## src/tcu_pkg.sv

```systemverilog
package tcu_pkg;

  localparam int ADDR_W = 12;

  // Register indices; byte address is four times the index
  localparam logic [7:0] IDX_EDGE_SEL = 8'hEB;
  localparam logic [7:0] IDX_RST_TGL_EN = 8'hEF;
  localparam logic [7:0] IDX_SET_EN = 8'hEE;
  localparam logic [7:0] IDX_FLAGS = 8'hC8;
  localparam logic [7:0] IDX_CTRL = 8'hEA;
  localparam logic [7:0] IDX_PRIO = 8'hF8;
  localparam logic [7:0] IDX_CAP0 = 8'hD0;
  localparam logic [7:0] IDX_CMP0 = 8'hD4;
  localparam logic [7:0] IDX_TIMER = 8'hD7;
  localparam logic [7:0] IDX_PORT = 8'hD8;

  // Field positions
  localparam int CTRL_RUN_BIT = 0;
  localparam int CTRL_BYTE_OVF_BIT = 4;
  localparam int CTRL_BYTE_IRQ_BIT = 6;
  localparam int CTRL_WORD_IRQ_BIT = 7;
  localparam int FLAG_CMP0_BIT = 4;
  localparam int FLAG_WORD_OVF_BIT = 7;

  // Values after reset
  localparam logic [7:0] RST_BYTE = 8'h00;
  localparam logic [15:0] RST_WORD = 16'h0000;
  localparam logic [1:0] RST_TOGGLE = 2'b11;
  localparam logic [7:0] RST_PORT = 8'h00;

  localparam logic [1:0] RESP_OKAY = 2'b00;
  localparam logic [1:0] RESP_SLVERR = 2'b10;

  // Machine cycle states, one core clock each
  typedef enum logic [5:0] {
    PH_S1 = 6'b00_0001,
    PH_S2 = 6'b00_0010,
    PH_S3 = 6'b00_0100,
    PH_S4 = 6'b00_1000,
    PH_S5 = 6'b01_0000,
    PH_S6 = 6'b10_0000
  } tcu_phase_type;

  typedef struct packed {
    logic [ADDR_W-1:0] awaddr;
    logic awvalid;
    logic [31:0] wdata;
    logic [3:0] wstrb;
    logic wvalid;
    logic bready;
    logic [ADDR_W-1:0] araddr;
    logic arvalid;
    logic rready;
  } tcu_axi_req_type;

  typedef struct packed {
    logic awready;
    logic wready;
    logic [1:0] bresp;
    logic bvalid;
    logic arready;
    logic [31:0] rdata;
    logic [1:0] rresp;
    logic rvalid;
  } tcu_axi_rsp_type;

endpackage

```

## src/tcu_top.sv

```systemverilog
// Implementation choice: the AXI4-Lite slave port.
`timescale 1ns/100ps
module tcu_top (
  // Clock and reset
  input wire logic core_clk,
  input wire logic sys_rst,
  // Register bus
  input wire tcu_pkg::tcu_axi_req_type axi_req,
  output tcu_pkg::tcu_axi_rsp_type axi_rsp,
  // Capture pins, asynchronous
  input wire logic capture_input_zero,
  input wire logic capture_input_one,
  input wire logic capture_input_two,
  input wire logic capture_input_three,
  // Output port
  output logic [7:0] port_out,
  // Interrupt requests
  output logic [8:0] timer_irq_req,
  output logic [8:0] timer_irq_high
);
  import tcu_pkg::*;

  function automatic logic hit(input logic [ADDR_W-1:0] a, input logic [7:0] idx);
    return a[ADDR_W-1:2] == {2'b00, idx};
  endfunction

  function automatic logic [15:0] merge16(input logic [15:0] old, input logic [31:0] d,
                                          input logic [3:0] s);
    return {s[1] ? d[15:8] : old[15:8], s[0] ? d[7:0] : old[7:0]};
  endfunction

  tcu_phase_type phase_q;
  logic [7:0] edge_sel_q, rst_tgl_en_q, ctrl_q, prio_q, flags_q, flags_view_q, port_q;
  logic [7:0] hw_mask_q, sw_data_q, port_hw, hw_mask, flag_set, flag_clr, rd_byte;
  logic [5:0] set_en_q, set_m, clr_m;
  logic [1:0] tg_q, tog, primed_q, bresp_q, rresp_q;
  logic [15:0] timer_q;
  logic [15:0] cap_q [4];
  logic [15:0] cmp_q [3];
  logic [3:0] pin_s1_q, pin_s2_q, samp_q, prev_q, cap_hit, cap_set, wstrb_q;
  logic [2:0] mpend_q, match_v;
  logic inc_q, byte_ovf_q, sw_pend_q, sw_now, run, ovf_byte, ovf_word;
  logic aw_held_q, w_held_q, bvalid_q, rvalid_q, wr_en, wr_b0, rd_ok, ar_fire;
  logic [ADDR_W-1:0] awaddr_q;
  logic [31:0] wdata_q, rdata_q, rd_word;

  // Machine cycle sequencer
  always_ff @(posedge core_clk or posedge sys_rst) begin
    if (sys_rst) begin
      phase_q <= PH_S1;
    end else begin
      case (phase_q)
        PH_S1: phase_q <= PH_S2;
        PH_S2: phase_q <= PH_S3;
        PH_S3: phase_q <= PH_S4;
        PH_S4: phase_q <= PH_S5;
        PH_S5: phase_q <= PH_S6;
        PH_S6: phase_q <= PH_S1;
        default: phase_q <= PH_S1;
      endcase
    end
  end

  // Bus write channel; one write in flight, address and data in either order
  assign wr_en = aw_held_q & w_held_q & ~bvalid_q;
  assign wr_b0 = wr_en & wstrb_q[0];

  always_ff @(posedge core_clk or posedge sys_rst) begin
    if (sys_rst) begin
      aw_held_q <= 1'b0;
      w_held_q <= 1'b0;
      awaddr_q <= '0;
      wdata_q <= '0;
      wstrb_q <= '0;
    end else begin
      if (axi_req.awvalid && axi_rsp.awready) begin
        aw_held_q <= 1'b1;
        awaddr_q <= axi_req.awaddr;
      end else if (wr_en) begin
        aw_held_q <= 1'b0;
      end
      if (axi_req.wvalid && axi_rsp.wready) begin
        w_held_q <= 1'b1;
        wdata_q <= axi_req.wdata;
        wstrb_q <= axi_req.wstrb;
      end else if (wr_en) begin
        w_held_q <= 1'b0;
      end
    end
  end

  always_ff @(posedge core_clk or posedge sys_rst) begin
    if (sys_rst) begin
      bvalid_q <= 1'b0;
      bresp_q <= RESP_OKAY;
    end else if (wr_en) begin
      bvalid_q <= 1'b1;
      bresp_q <= rd_ok_w(awaddr_q) ? RESP_OKAY : RESP_SLVERR;
    end else if (axi_req.bready) begin
      bvalid_q <= 1'b0;
    end
  end

  function automatic logic rd_ok_w(input logic [ADDR_W-1:0] a);
    logic ok;
    ok = hit(a, IDX_EDGE_SEL) | hit(a, IDX_RST_TGL_EN) | hit(a, IDX_SET_EN) |
         hit(a, IDX_FLAGS) | hit(a, IDX_CTRL) | hit(a, IDX_PRIO) |
         hit(a, IDX_TIMER) | hit(a, IDX_PORT);
    for (int k = 0; k < 4; k++) begin
      ok = ok | hit(a, IDX_CAP0 + 8'(k));
    end
    for (int k = 0; k < 3; k++) begin
      ok = ok | hit(a, IDX_CMP0 + 8'(k));
    end
    return ok;
  endfunction

  // Control registers written by software
  always_ff @(posedge core_clk or posedge sys_rst) begin
    if (sys_rst) begin
      edge_sel_q <= RST_BYTE;
      rst_tgl_en_q <= RST_BYTE;
      set_en_q <= RST_BYTE[5:0];
      ctrl_q <= RST_BYTE;
      prio_q <= RST_BYTE;
    end else if (wr_b0) begin
      if (hit(awaddr_q, IDX_EDGE_SEL)) edge_sel_q <= wdata_q[7:0];
      if (hit(awaddr_q, IDX_RST_TGL_EN)) rst_tgl_en_q <= wdata_q[7:0];
      if (hit(awaddr_q, IDX_SET_EN)) set_en_q <= wdata_q[5:0];
      // Byte overflow flag lives apart from the writable bits
      if (hit(awaddr_q, IDX_CTRL)) ctrl_q <= wdata_q[7:0] & ~(8'h01 << CTRL_BYTE_OVF_BIT);
      if (hit(awaddr_q, IDX_PRIO)) prio_q <= wdata_q[7:0];
    end
  end

  // Compare registers
  always_ff @(posedge core_clk or posedge sys_rst) begin
    if (sys_rst) begin
      for (int k = 0; k < 3; k++) begin
        cmp_q[k] <= RST_WORD;
      end
    end else if (wr_en) begin
      for (int k = 0; k < 3; k++) begin
        if (hit(awaddr_q, IDX_CMP0 + 8'(k))) begin
          cmp_q[k] <= merge16(cmp_q[k], wdata_q, wstrb_q);
        end
      end
    end
  end

  // Shared timer; prescaler left out, so one count per machine cycle
  assign run = ctrl_q[CTRL_RUN_BIT];

  always_ff @(posedge core_clk or posedge sys_rst) begin
    if (sys_rst) begin
      timer_q <= RST_WORD;
    end else if (phase_q == PH_S6 && run) begin
      timer_q <= timer_q + 16'h0001;
    end
  end

  // Capture pins: two-flop synchroniser, then the S1 sample
  always_ff @(posedge core_clk or posedge sys_rst) begin
    if (sys_rst) begin
      pin_s1_q <= '0;
      pin_s2_q <= '0;
      samp_q <= '0;
      prev_q <= '0;
      primed_q <= '0;
    end else begin
      pin_s1_q <= {capture_input_three, capture_input_two, capture_input_one,
                   capture_input_zero};
      pin_s2_q <= pin_s1_q;
      if (phase_q == PH_S1) begin
        samp_q <= pin_s2_q;
        prev_q <= primed_q[1] ? samp_q : pin_s2_q;
        // Early samples predate the synchroniser, so history starts from the pin
        primed_q <= {primed_q[0], 1'b1};
      end
    end
  end

  always_comb begin
    for (int i = 0; i < 4; i++) begin
      cap_hit[i] = primed_q[1] & ((samp_q[i] & ~prev_q[i] & edge_sel_q[2*i]) |
                                  (~samp_q[i] & prev_q[i] & edge_sel_q[2*i+1]));
    end
  end

  always_ff @(posedge core_clk or posedge sys_rst) begin
    if (sys_rst) begin
      for (int i = 0; i < 4; i++) begin
        cap_q[i] <= RST_WORD;
      end
    end else if (phase_q == PH_S6) begin
      for (int i = 0; i < 4; i++) begin
        if (cap_hit[i]) begin
          cap_q[i] <= timer_q;
        end
      end
    end
  end

  // Channels 0,1 flag in S4, channels 2,3 in S6
  assign cap_set[1:0] = (phase_q == PH_S3) ? cap_hit[1:0] : 2'b00;
  assign cap_set[3:2] = (phase_q == PH_S5) ? cap_hit[3:2] : 2'b00;

  // Compare: the count after an increment is checked in the next cycle
  always_comb begin
    for (int k = 0; k < 3; k++) begin
      match_v[k] = cmp_q[k] == timer_q;
    end
  end

  always_ff @(posedge core_clk or posedge sys_rst) begin
    if (sys_rst) begin
      inc_q <= 1'b0;
      mpend_q <= '0;
    end else if (phase_q == PH_S6) begin
      inc_q <= run;
      mpend_q <= inc_q ? match_v : 3'b000;
    end
  end

  // Port update from matches, applied at end of S4 of the next cycle
  assign set_m = mpend_q[0] ? set_en_q : 6'h00;
  assign clr_m = mpend_q[1] ? rst_tgl_en_q[5:0] : 6'h00;
  assign tog = mpend_q[2] ? rst_tgl_en_q[7:6] : 2'b00;
  assign port_hw[5:0] = (port_q[5:0] | set_m) & ~clr_m;
  assign port_hw[6] = tog[0] ? tg_q[0] : port_q[6];
  assign port_hw[7] = tog[1] ? tg_q[1] : port_q[7];
  assign hw_mask = {tog, set_m | clr_m};
  assign sw_now = sw_pend_q | (wr_b0 && hit(awaddr_q, IDX_PORT));

  always_ff @(posedge core_clk or posedge sys_rst) begin
    if (sys_rst) begin
      sw_pend_q <= 1'b0;
      sw_data_q <= RST_PORT;
    end else if (phase_q == PH_S6) begin
      sw_pend_q <= 1'b0;
    end else if (wr_b0 && hit(awaddr_q, IDX_PORT)) begin
      sw_pend_q <= 1'b1;
      sw_data_q <= wdata_q[7:0];
    end
  end

  always_ff @(posedge core_clk or posedge sys_rst) begin
    if (sys_rst) begin
      port_q <= RST_PORT;
      tg_q <= RST_TOGGLE;
      hw_mask_q <= '0;
    end else if (phase_q == PH_S4) begin
      port_q <= port_hw;
      tg_q <= tg_q ^ tog;
      hw_mask_q <= hw_mask;
    end else if (phase_q == PH_S6) begin
      hw_mask_q <= '0;
      if (sw_now) begin
        // Bits a match touched this cycle keep the hardware value
        port_q <= (port_q & hw_mask_q) |
                  ((wr_b0 && hit(awaddr_q, IDX_PORT) ? wdata_q[7:0] : sw_data_q) & ~hw_mask_q);
      end
    end
  end

  assign port_out = port_q;

  // Flags: set wins over a clear in the same cycle
  assign ovf_byte = phase_q == PH_S5 && run && timer_q[7:0] == 8'hFF;
  assign ovf_word = phase_q == PH_S5 && run && timer_q == 16'hFFFF;
  assign flag_set = {ovf_word, (phase_q == PH_S5) ? mpend_q : 3'b000, cap_set};
  assign flag_clr = (wr_b0 && hit(awaddr_q, IDX_FLAGS)) ? wdata_q[7:0] : 8'h00;

  always_ff @(posedge core_clk or posedge sys_rst) begin
    if (sys_rst) begin
      flags_q <= RST_BYTE;
      byte_ovf_q <= 1'b0;
      flags_view_q <= RST_BYTE;
    end else begin
      flags_q <= (flags_q & ~flag_clr) | flag_set;
      byte_ovf_q <= (byte_ovf_q & ~(wr_b0 && hit(awaddr_q, IDX_CTRL) &&
                     wdata_q[CTRL_BYTE_OVF_BIT])) | ovf_byte;
      if (phase_q == PH_S5) begin
        flags_view_q <= flags_q;
      end
    end
  end

  // Interrupt scan, two sources per state in S1 to S4, flag 3 alone in S5
  always_ff @(posedge core_clk or posedge sys_rst) begin
    if (sys_rst) begin
      timer_irq_req <= '0;
    end else begin
      case (phase_q)
        PH_S1: begin
          timer_irq_req[7] <= flags_q[FLAG_WORD_OVF_BIT] & ctrl_q[CTRL_WORD_IRQ_BIT];
          timer_irq_req[8] <= byte_ovf_q & ctrl_q[CTRL_BYTE_IRQ_BIT];
        end
        PH_S2: begin
          timer_irq_req[0] <= flags_q[0];
          timer_irq_req[4] <= flags_q[4];
        end
        PH_S3: begin
          timer_irq_req[1] <= flags_q[1];
          timer_irq_req[5] <= flags_q[5];
        end
        PH_S4: begin
          timer_irq_req[2] <= flags_q[2];
          timer_irq_req[6] <= flags_q[6];
        end
        PH_S5: begin
          timer_irq_req[3] <= flags_q[3];
        end
        default: timer_irq_req <= timer_irq_req;
      endcase
    end
  end

  // Both overflows share one priority bit
  assign timer_irq_high = timer_irq_req & {prio_q[7], prio_q};

  // Read channel
  always_comb begin
    rd_word = '0;
    rd_byte = '0;
    rd_ok = rd_ok_w(axi_req.araddr);
    if (hit(axi_req.araddr, IDX_EDGE_SEL)) rd_byte = edge_sel_q;
    if (hit(axi_req.araddr, IDX_RST_TGL_EN)) rd_byte = rst_tgl_en_q;
    if (hit(axi_req.araddr, IDX_SET_EN)) rd_byte = {tg_q[1], tg_q[0], set_en_q};
    if (hit(axi_req.araddr, IDX_FLAGS)) rd_byte = flags_view_q;
    if (hit(axi_req.araddr, IDX_CTRL)) rd_byte = ctrl_q | {3'b000, byte_ovf_q, 4'h0};
    if (hit(axi_req.araddr, IDX_PRIO)) rd_byte = prio_q;
    if (hit(axi_req.araddr, IDX_PORT)) rd_byte = port_q;
    rd_word[7:0] = rd_byte;
    if (hit(axi_req.araddr, IDX_TIMER)) rd_word[15:0] = timer_q;
    for (int k = 0; k < 4; k++) begin
      if (hit(axi_req.araddr, IDX_CAP0 + 8'(k))) rd_word[15:0] = cap_q[k];
    end
    for (int k = 0; k < 3; k++) begin
      if (hit(axi_req.araddr, IDX_CMP0 + 8'(k))) rd_word[15:0] = cmp_q[k];
    end
  end

  assign ar_fire = axi_req.arvalid & ~rvalid_q;
  always_ff @(posedge core_clk or posedge sys_rst) begin
    if (sys_rst) begin
      rvalid_q <= 1'b0;
      rdata_q <= '0;
      rresp_q <= RESP_OKAY;
    end else if (ar_fire) begin
      rvalid_q <= 1'b1;
      rdata_q <= rd_word;
      rresp_q <= rd_ok ? RESP_OKAY : RESP_SLVERR;
    end else if (axi_req.rready) begin
      rvalid_q <= 1'b0;
    end
  end

  always_comb begin
    axi_rsp.awready = ~aw_held_q & ~bvalid_q;
    axi_rsp.wready = ~w_held_q & ~bvalid_q;
    axi_rsp.bresp = bresp_q;
    axi_rsp.bvalid = bvalid_q;
    axi_rsp.arready = ~rvalid_q;
    axi_rsp.rdata = rdata_q;
    axi_rsp.rresp = rresp_q;
    axi_rsp.rvalid = rvalid_q;
  end
endmodule

```

## config.mk

```make
export PLATFORM = sky130hd
export DESIGN_NAME = tcu_top
export DESIGN_NICKNAME = d
export VERILOG_FILES = /design/src/tcu_pkg.sv /design/src/tcu_top.sv
export SDC_FILE = /design/constraint.sdc
export NUM_CORES = 1
export LEC_CHECK = 0
export BUFFER_PORTS_ARGS = -buffer_cell sky130_fd_sc_hd__buf_4
export CAP_MARGIN = 20
export CELL_PAD_IN_SITES_DETAIL_PLACEMENT = 1
export CELL_PAD_IN_SITES_GLOBAL_PLACEMENT = 1
export CORE_ASPECT_RATIO = 1.25
export CORE_UTILIZATION = 40
export CTS_BUF_LIST = sky130_fd_sc_hd__clkbuf_16
export DETAILED_ROUTE_END_ITERATION = 8
export PLACE_DENSITY = 0.72
export SYNTH_ARGS = -nofsm -noshare
export SYNTH_HDL_FRONTEND = slang
export SYNTH_SLANG_ARGS = --single-unit
```

## constraint.sdc

```tcl
create_clock -name core_clk -period 27.3 [get_ports core_clk]
set_input_delay 2.73 -clock core_clk [delete_from_list [all_inputs] [get_ports core_clk]]
set_output_delay 2.73 -clock core_clk [all_outputs]
set_load 0.03 [all_outputs]
```

-- Word level (Yosys, flattened, before mapping)
Cells that the tools add are included.
- bitwise operators: 90
- mux-type cells: 44
- add/sub/neg operators: 1
- eq/ne operators: 43
- reduce and logical (&&, ||, !) cells: 35
- operators with widths (kind ; count):
    $eq 10x8->1 const B ; 30
    $mux 16 ; 8
    $mux 8 ; 14
    $eq 16x16->1 ; 3
    $or 1x1->1 ; 34
    $pmux 6 s5 ; 1
    $and 1x1->1 ; 29
    $and 8x8->8 ; 3
    $reduce_and 3->1 ; 8
    $reduce_and 2->1 ; 10
    $add 16x1->16 const B ; 1
    $eq 16x16->1 const B ; 1
    $not 8->8 ; 2
    $or 8x8->8 ; 2
    $reduce_bool 2->1 ; 7
    $not 1->1 ; 13
    $mux 6 ; 2
    $or 6x6->6 ; 2
    $mux 1 ; 11
    $logic_and 1x1->1 ; 10
    $mux 2 ; 5
    $and 9x9->9 ; 1
    $eq 8x8->1 const B ; 1
    $or 8x5->8 ; 1
    other kinds (12) ; 14
- bits in registers: 300
- output and inout port bits: 67
- bits of input ports: 71

-- Depth between registers and ports, before layout
- depth after elaboration: 16
- gate-level depth with buffers: 8
- depth with buffers taken out: 6

-- Worst setup path after synthesis
No wires, ideal clock.
- path type: input-to-reg
- start: input port axi_req[6] (netlist bit)
- end: register rdata_q[1]
- data arrival time: 4.262 ns
- setup slack: 22.917 ns
- stages on the path: 7
- library setup time: 0.121 ns
- data required time: 27.179 ns
- cell sequence: clkbuf_1 buf_2 inv_1 nor4_1 a21oi_1 o21ai_1 o21ai_1
- word-level cells in the longest chain between the ends: 16
- elaborated cells on any way between the ends: 30
- classes of those cells: eq/ne (15); mux (15)
- RTL lines (item ; RTL line ; text):
    start: declaration ; tcu_top.sv:8 ; input wire tcu_pkg::tcu_axi_req_type axi_req,
    $eq 10x8->1 ; tcu_top.sv:24 ; return a[ADDR_W-1:2] == {2'b00, idx};
    $mux 8 ; tcu_top.sv:327 ; if (hit(axi_req.araddr, IDX_EDGE_SEL)) rd_byte = edge_sel_q;
    $mux 8 ; tcu_top.sv:328 ; if (hit(axi_req.araddr, IDX_RST_TGL_EN)) rd_byte = rst_tgl_en_q;
    $mux 8 ; tcu_top.sv:329 ; if (hit(axi_req.araddr, IDX_SET_EN)) rd_byte = {tg_q[1], tg_q[0], set_en_q};
    $mux 8 ; tcu_top.sv:330 ; if (hit(axi_req.araddr, IDX_FLAGS)) rd_byte = flags_view_q;
    $mux 8 ; tcu_top.sv:331 ; if (hit(axi_req.araddr, IDX_CTRL)) rd_byte = ctrl_q | {3'b000, byte_ovf_q, 4'h0};
    $mux 8 ; tcu_top.sv:332 ; if (hit(axi_req.araddr, IDX_PRIO)) rd_byte = prio_q;
    $mux 8 ; tcu_top.sv:333 ; if (hit(axi_req.araddr, IDX_PORT)) rd_byte = port_q;
    $mux 16 ; tcu_top.sv:335 ; if (hit(axi_req.araddr, IDX_TIMER)) rd_word[15:0] = timer_q;
    $mux 16 (4 in series) ; tcu_top.sv:337 ; if (hit(axi_req.araddr, IDX_CAP0 + 8'(k))) rd_word[15:0] = cap_q[k];
    $mux 16 (2 in series) ; tcu_top.sv:340 ; if (hit(axi_req.araddr, IDX_CMP0 + 8'(k))) rd_word[15:0] = cmp_q[k];
    $mux 16 * ; tcu_top.sv:340 ;
    end signal: assignment ; tcu_top.sv:352 ; rdata_q <= rd_word;
    end: declaration ; tcu_top.sv:45 ; logic [31:0] wdata_q, rdata_q, rd_word;
Mark *: on every way between the ends. The rest lies on a longest branch, timed or not.
A chain may end at the register's enable or synchronous reset.

-- Worst setup path after layout
- start: input port axi_req[5] (netlist bit)
- end: register rdata_q[6]
The elaborated chain is that of the path after synthesis.

==> flow_summary.json <==
{
  "min_path_type": "reg -> reg",
  "worst_pin_slew_ns": 1.09,
  "tns_ns": 0,
  "io_buffers": 97,
  "skew_ns": 0.0169,
  "cts_setup_buffers": 0,
  "grt_use_met3_pct": 3.15,
  "layout_common_cells": "292 x dfrtp_1, 149 x nand2_1, 116 x mux2_2, 106 x buf_4, 78 x mux2_1",
  "path_buf_inv": 1,
  "cts.path.max_buffers": 3,
  "finalSetupViolCount": 0,
  "cts_hold_buf": 0,
  "die_w_um": 173,
  "cts.sinks": 295,
  "drt_iter0_markers": 712,
  "grt.met1_usage_pct": 28.5,
  "setup.worst_path.start": "axi_req[5]",
  "yosys.cell_types.count": 76,
  "cts_resized": 0,
  "grt_pass1_wl_um": 66800,
  "postSynthAreaPerCell_sq_um": 11.1,
  "num_rows": 77,
  "die_h_um": 216,
  "p_leak_uw": 0.00775,
  "final_cells": 1870,
  "end_kind": "flip-flop",
  "antenna_found_initial": 1,
  "max_stage_delay_ns": 0.68,
  "layout_commonest_cell": "dfrtp_1",
  "dp_hpwl_um": 30100,
  "synth_edf_count": 0,
  "place_congestion": 0.891,
  "ir_drop_v": 0.0000506,
  "ys.warnings.count": 0,
  "drt_pass1_iterations": 5,
  "crit_type": "in -> reg",
  "vias": 10600,
  "status": "completed",
  "grt_use_met2_pct": 41.0,
  "viasPerCell": 5.68,
  "ys_ff_latch": 295,
  "powerDensity_nw_per_um2": 67.4,
  "fin_crit_ns": 4.72,
  "crit_required_ns": 27.70,
  "wl_um": 43400,
  "cts_buffers": 34,
  "ant_nets": 0,
  "arrival_ns": 5.12,
  "fmax_mhz": 212,
  "synth_async_sr_flop_share_pct": 100,
  "maxCapViolCount": 0,
  "synth_area_sq_um": 14600,
  "r2r-start": "bvalid_q$_DFFE_PP0P_",
  "floorplan.initialDensity_pct": 41.0,
  "nets": 1441,
  "period_share_pct": 17.3,
  "clkLatencyLatePin_ns": 0.52,
  "crit_path_cell_trace": "buf_4 -> and3b_1 -> a21oi_1 -> o31ai_1 -> o311a_1 -> o21ai_1",
  "drive_gt1_share_pct": 22.8,
  "core_sq_um": 35600,
  "rsz0062_at_grt": "no",
  "grt_pass1_vias": 11300,
  "overflow": 0,
  "cts.htree.levels": 2,
  "grt.total_usage_pct": 23.4,
  "ios": 138,
  "drc": 0,
  "wl_per_cell_um": 23.2,
  "tritoncts": "built",
  "busiest_layer": "met2",
  "clk_pin_slew_ns": 0.06,
  "hold_start": "pin_s1_q[3]$_DFF_PP0_",
  "utilization_pct": 46.8,
  "syn_inst": 1312,
  "slowest_stage": "o31ai_1",
  "hold_viol": 0,
  "cp_top_family": "compound AO/OA/AOI/OAI gates",
  "dpl.cell_count": 1807,
  "maxSlewHeadroom_pct": 27.2,
  "grt_max_degree": 171,
  "critPathMaxFanout": 54,
  "cts-root-buf": "clkbuf_16",
  "synth_ff_type": "dfrtp_1",
  "syn2layout_area_growth_pct": 14.3,
  "critPathLaunchType": "input pin",
  "ys_seq_area_share_pct": 50.5,
  "die-area_sq_um": 37300,
  "drv_slew": 0
}
==> path summary, 6_finish.rpt <==
| kind | endpoint | slack [ns] | cells after the start |
|---|---|---|---|
| setup / recovery | rdata_q[6]$_DFFE_PP0P_ | 22.58 | 6 |
| hold / removal | pin_s2_q[3]$_DFF_PP0_ | 0.34 | 0 |
| setup reg to reg | cmp_q[8]$_DFFE_PP0P_ | 24.44 | 5 |
| hold reg to reg | pin_s2_q[3]$_DFF_PP0_ | 0.34 | 0 |
| max in group asynchronous | cmp_q[19]$_DFFE_PP0P_ | 23.47 | 3 |
| min in group asynchronous | pin_s2_q[0]$_DFF_PP0_ | 2.37 | 2 |
==> where the power goes <==
part	internal [uW]	total (uW)	switching, uW
Clock	263	447	184
Sequential	471	538	66.7
Combinational	61.1	141	79.5
Total	795	1130	330
==> state kept, by name, summed over array words and instances (netlist names), 10 cells and up, named ones only <==
signal and cells:
rdata_q 16, cmp_q 48, timer_q 16, cap_q 64
awaddr_q 10, wdata_q 16
==> cells by family after synthesis <==
logic type,share of synthesized area (%)
multiplexers,18.0
AO/OA/AOI/OAI,10.0
adder cells (fa/ha/maj),0.0856
buffers and inverters,3.85
flip-flops,50.5
XOR/XNOR,4.02
AND/OR/NAND/NOR,13.5
other,0.0257
==> through the flow <==
| stage | instance area [sq um] | total power, uW | hold slack (ns) | worst slack, ns |
|---|---|---|---|---|
| floorplan | 14700 | 622 | 0.331 | 16.43 |
| global placement | 15600 | 680 | 0.333 | 22.17 |
| detailed placement | 15600 | 686 | 0.336 | 22.17 |
| CTS | 16700 | 1130 | 0.348 | 22.68 |
| global route | 16700 | 1170 | 0.352 | 22.41 |
| finish | 16700 | 1130 | 0.342 | 22.58 |
==> synthesized netlist by cell type (12+ instances only) <==
master    number  share of area [%]
xor2_1        13               0.78
nand3_1       28               0.96
mux2_1        78                6.0
mux4_2        12                1.8
nand2_1      149                3.8
nand2b_1      14               0.60
mux2_2       116                8.9
o21ai_0       51                1.7
clkbuf_1      58                1.5
dfrtp_1      292                 50
and2_1        19               0.81
inv_1         17               0.44
xnor2_1       54                3.2
o21ai_1       20               0.68
buf_4         22                1.1
a21oi_1       55                1.9
mux2i_1       17                1.2
nor2_1        67                1.7
buf_2         12               0.41
==> layout make-up <==
cell class              count  area [sq um]
multi-input cells         914          6740
repair buffers            107           816
inverters                  17          71.3
clock inverters            25           164
diodes                      1          2.50
flip-flops and latches    295          7390
fillers                  3867         18900
clock buffers              37           926
well taps                 474           593
==> routing by layer <==
layer  part of all wire (%)  up-vias
met5                      0        -
met3                    4.4       98
met2                     51      286
met4                    4.4        0
li1                       -     4742
met1                     40     5493
No activity file was read; power rests on OpenSTA's default activity.
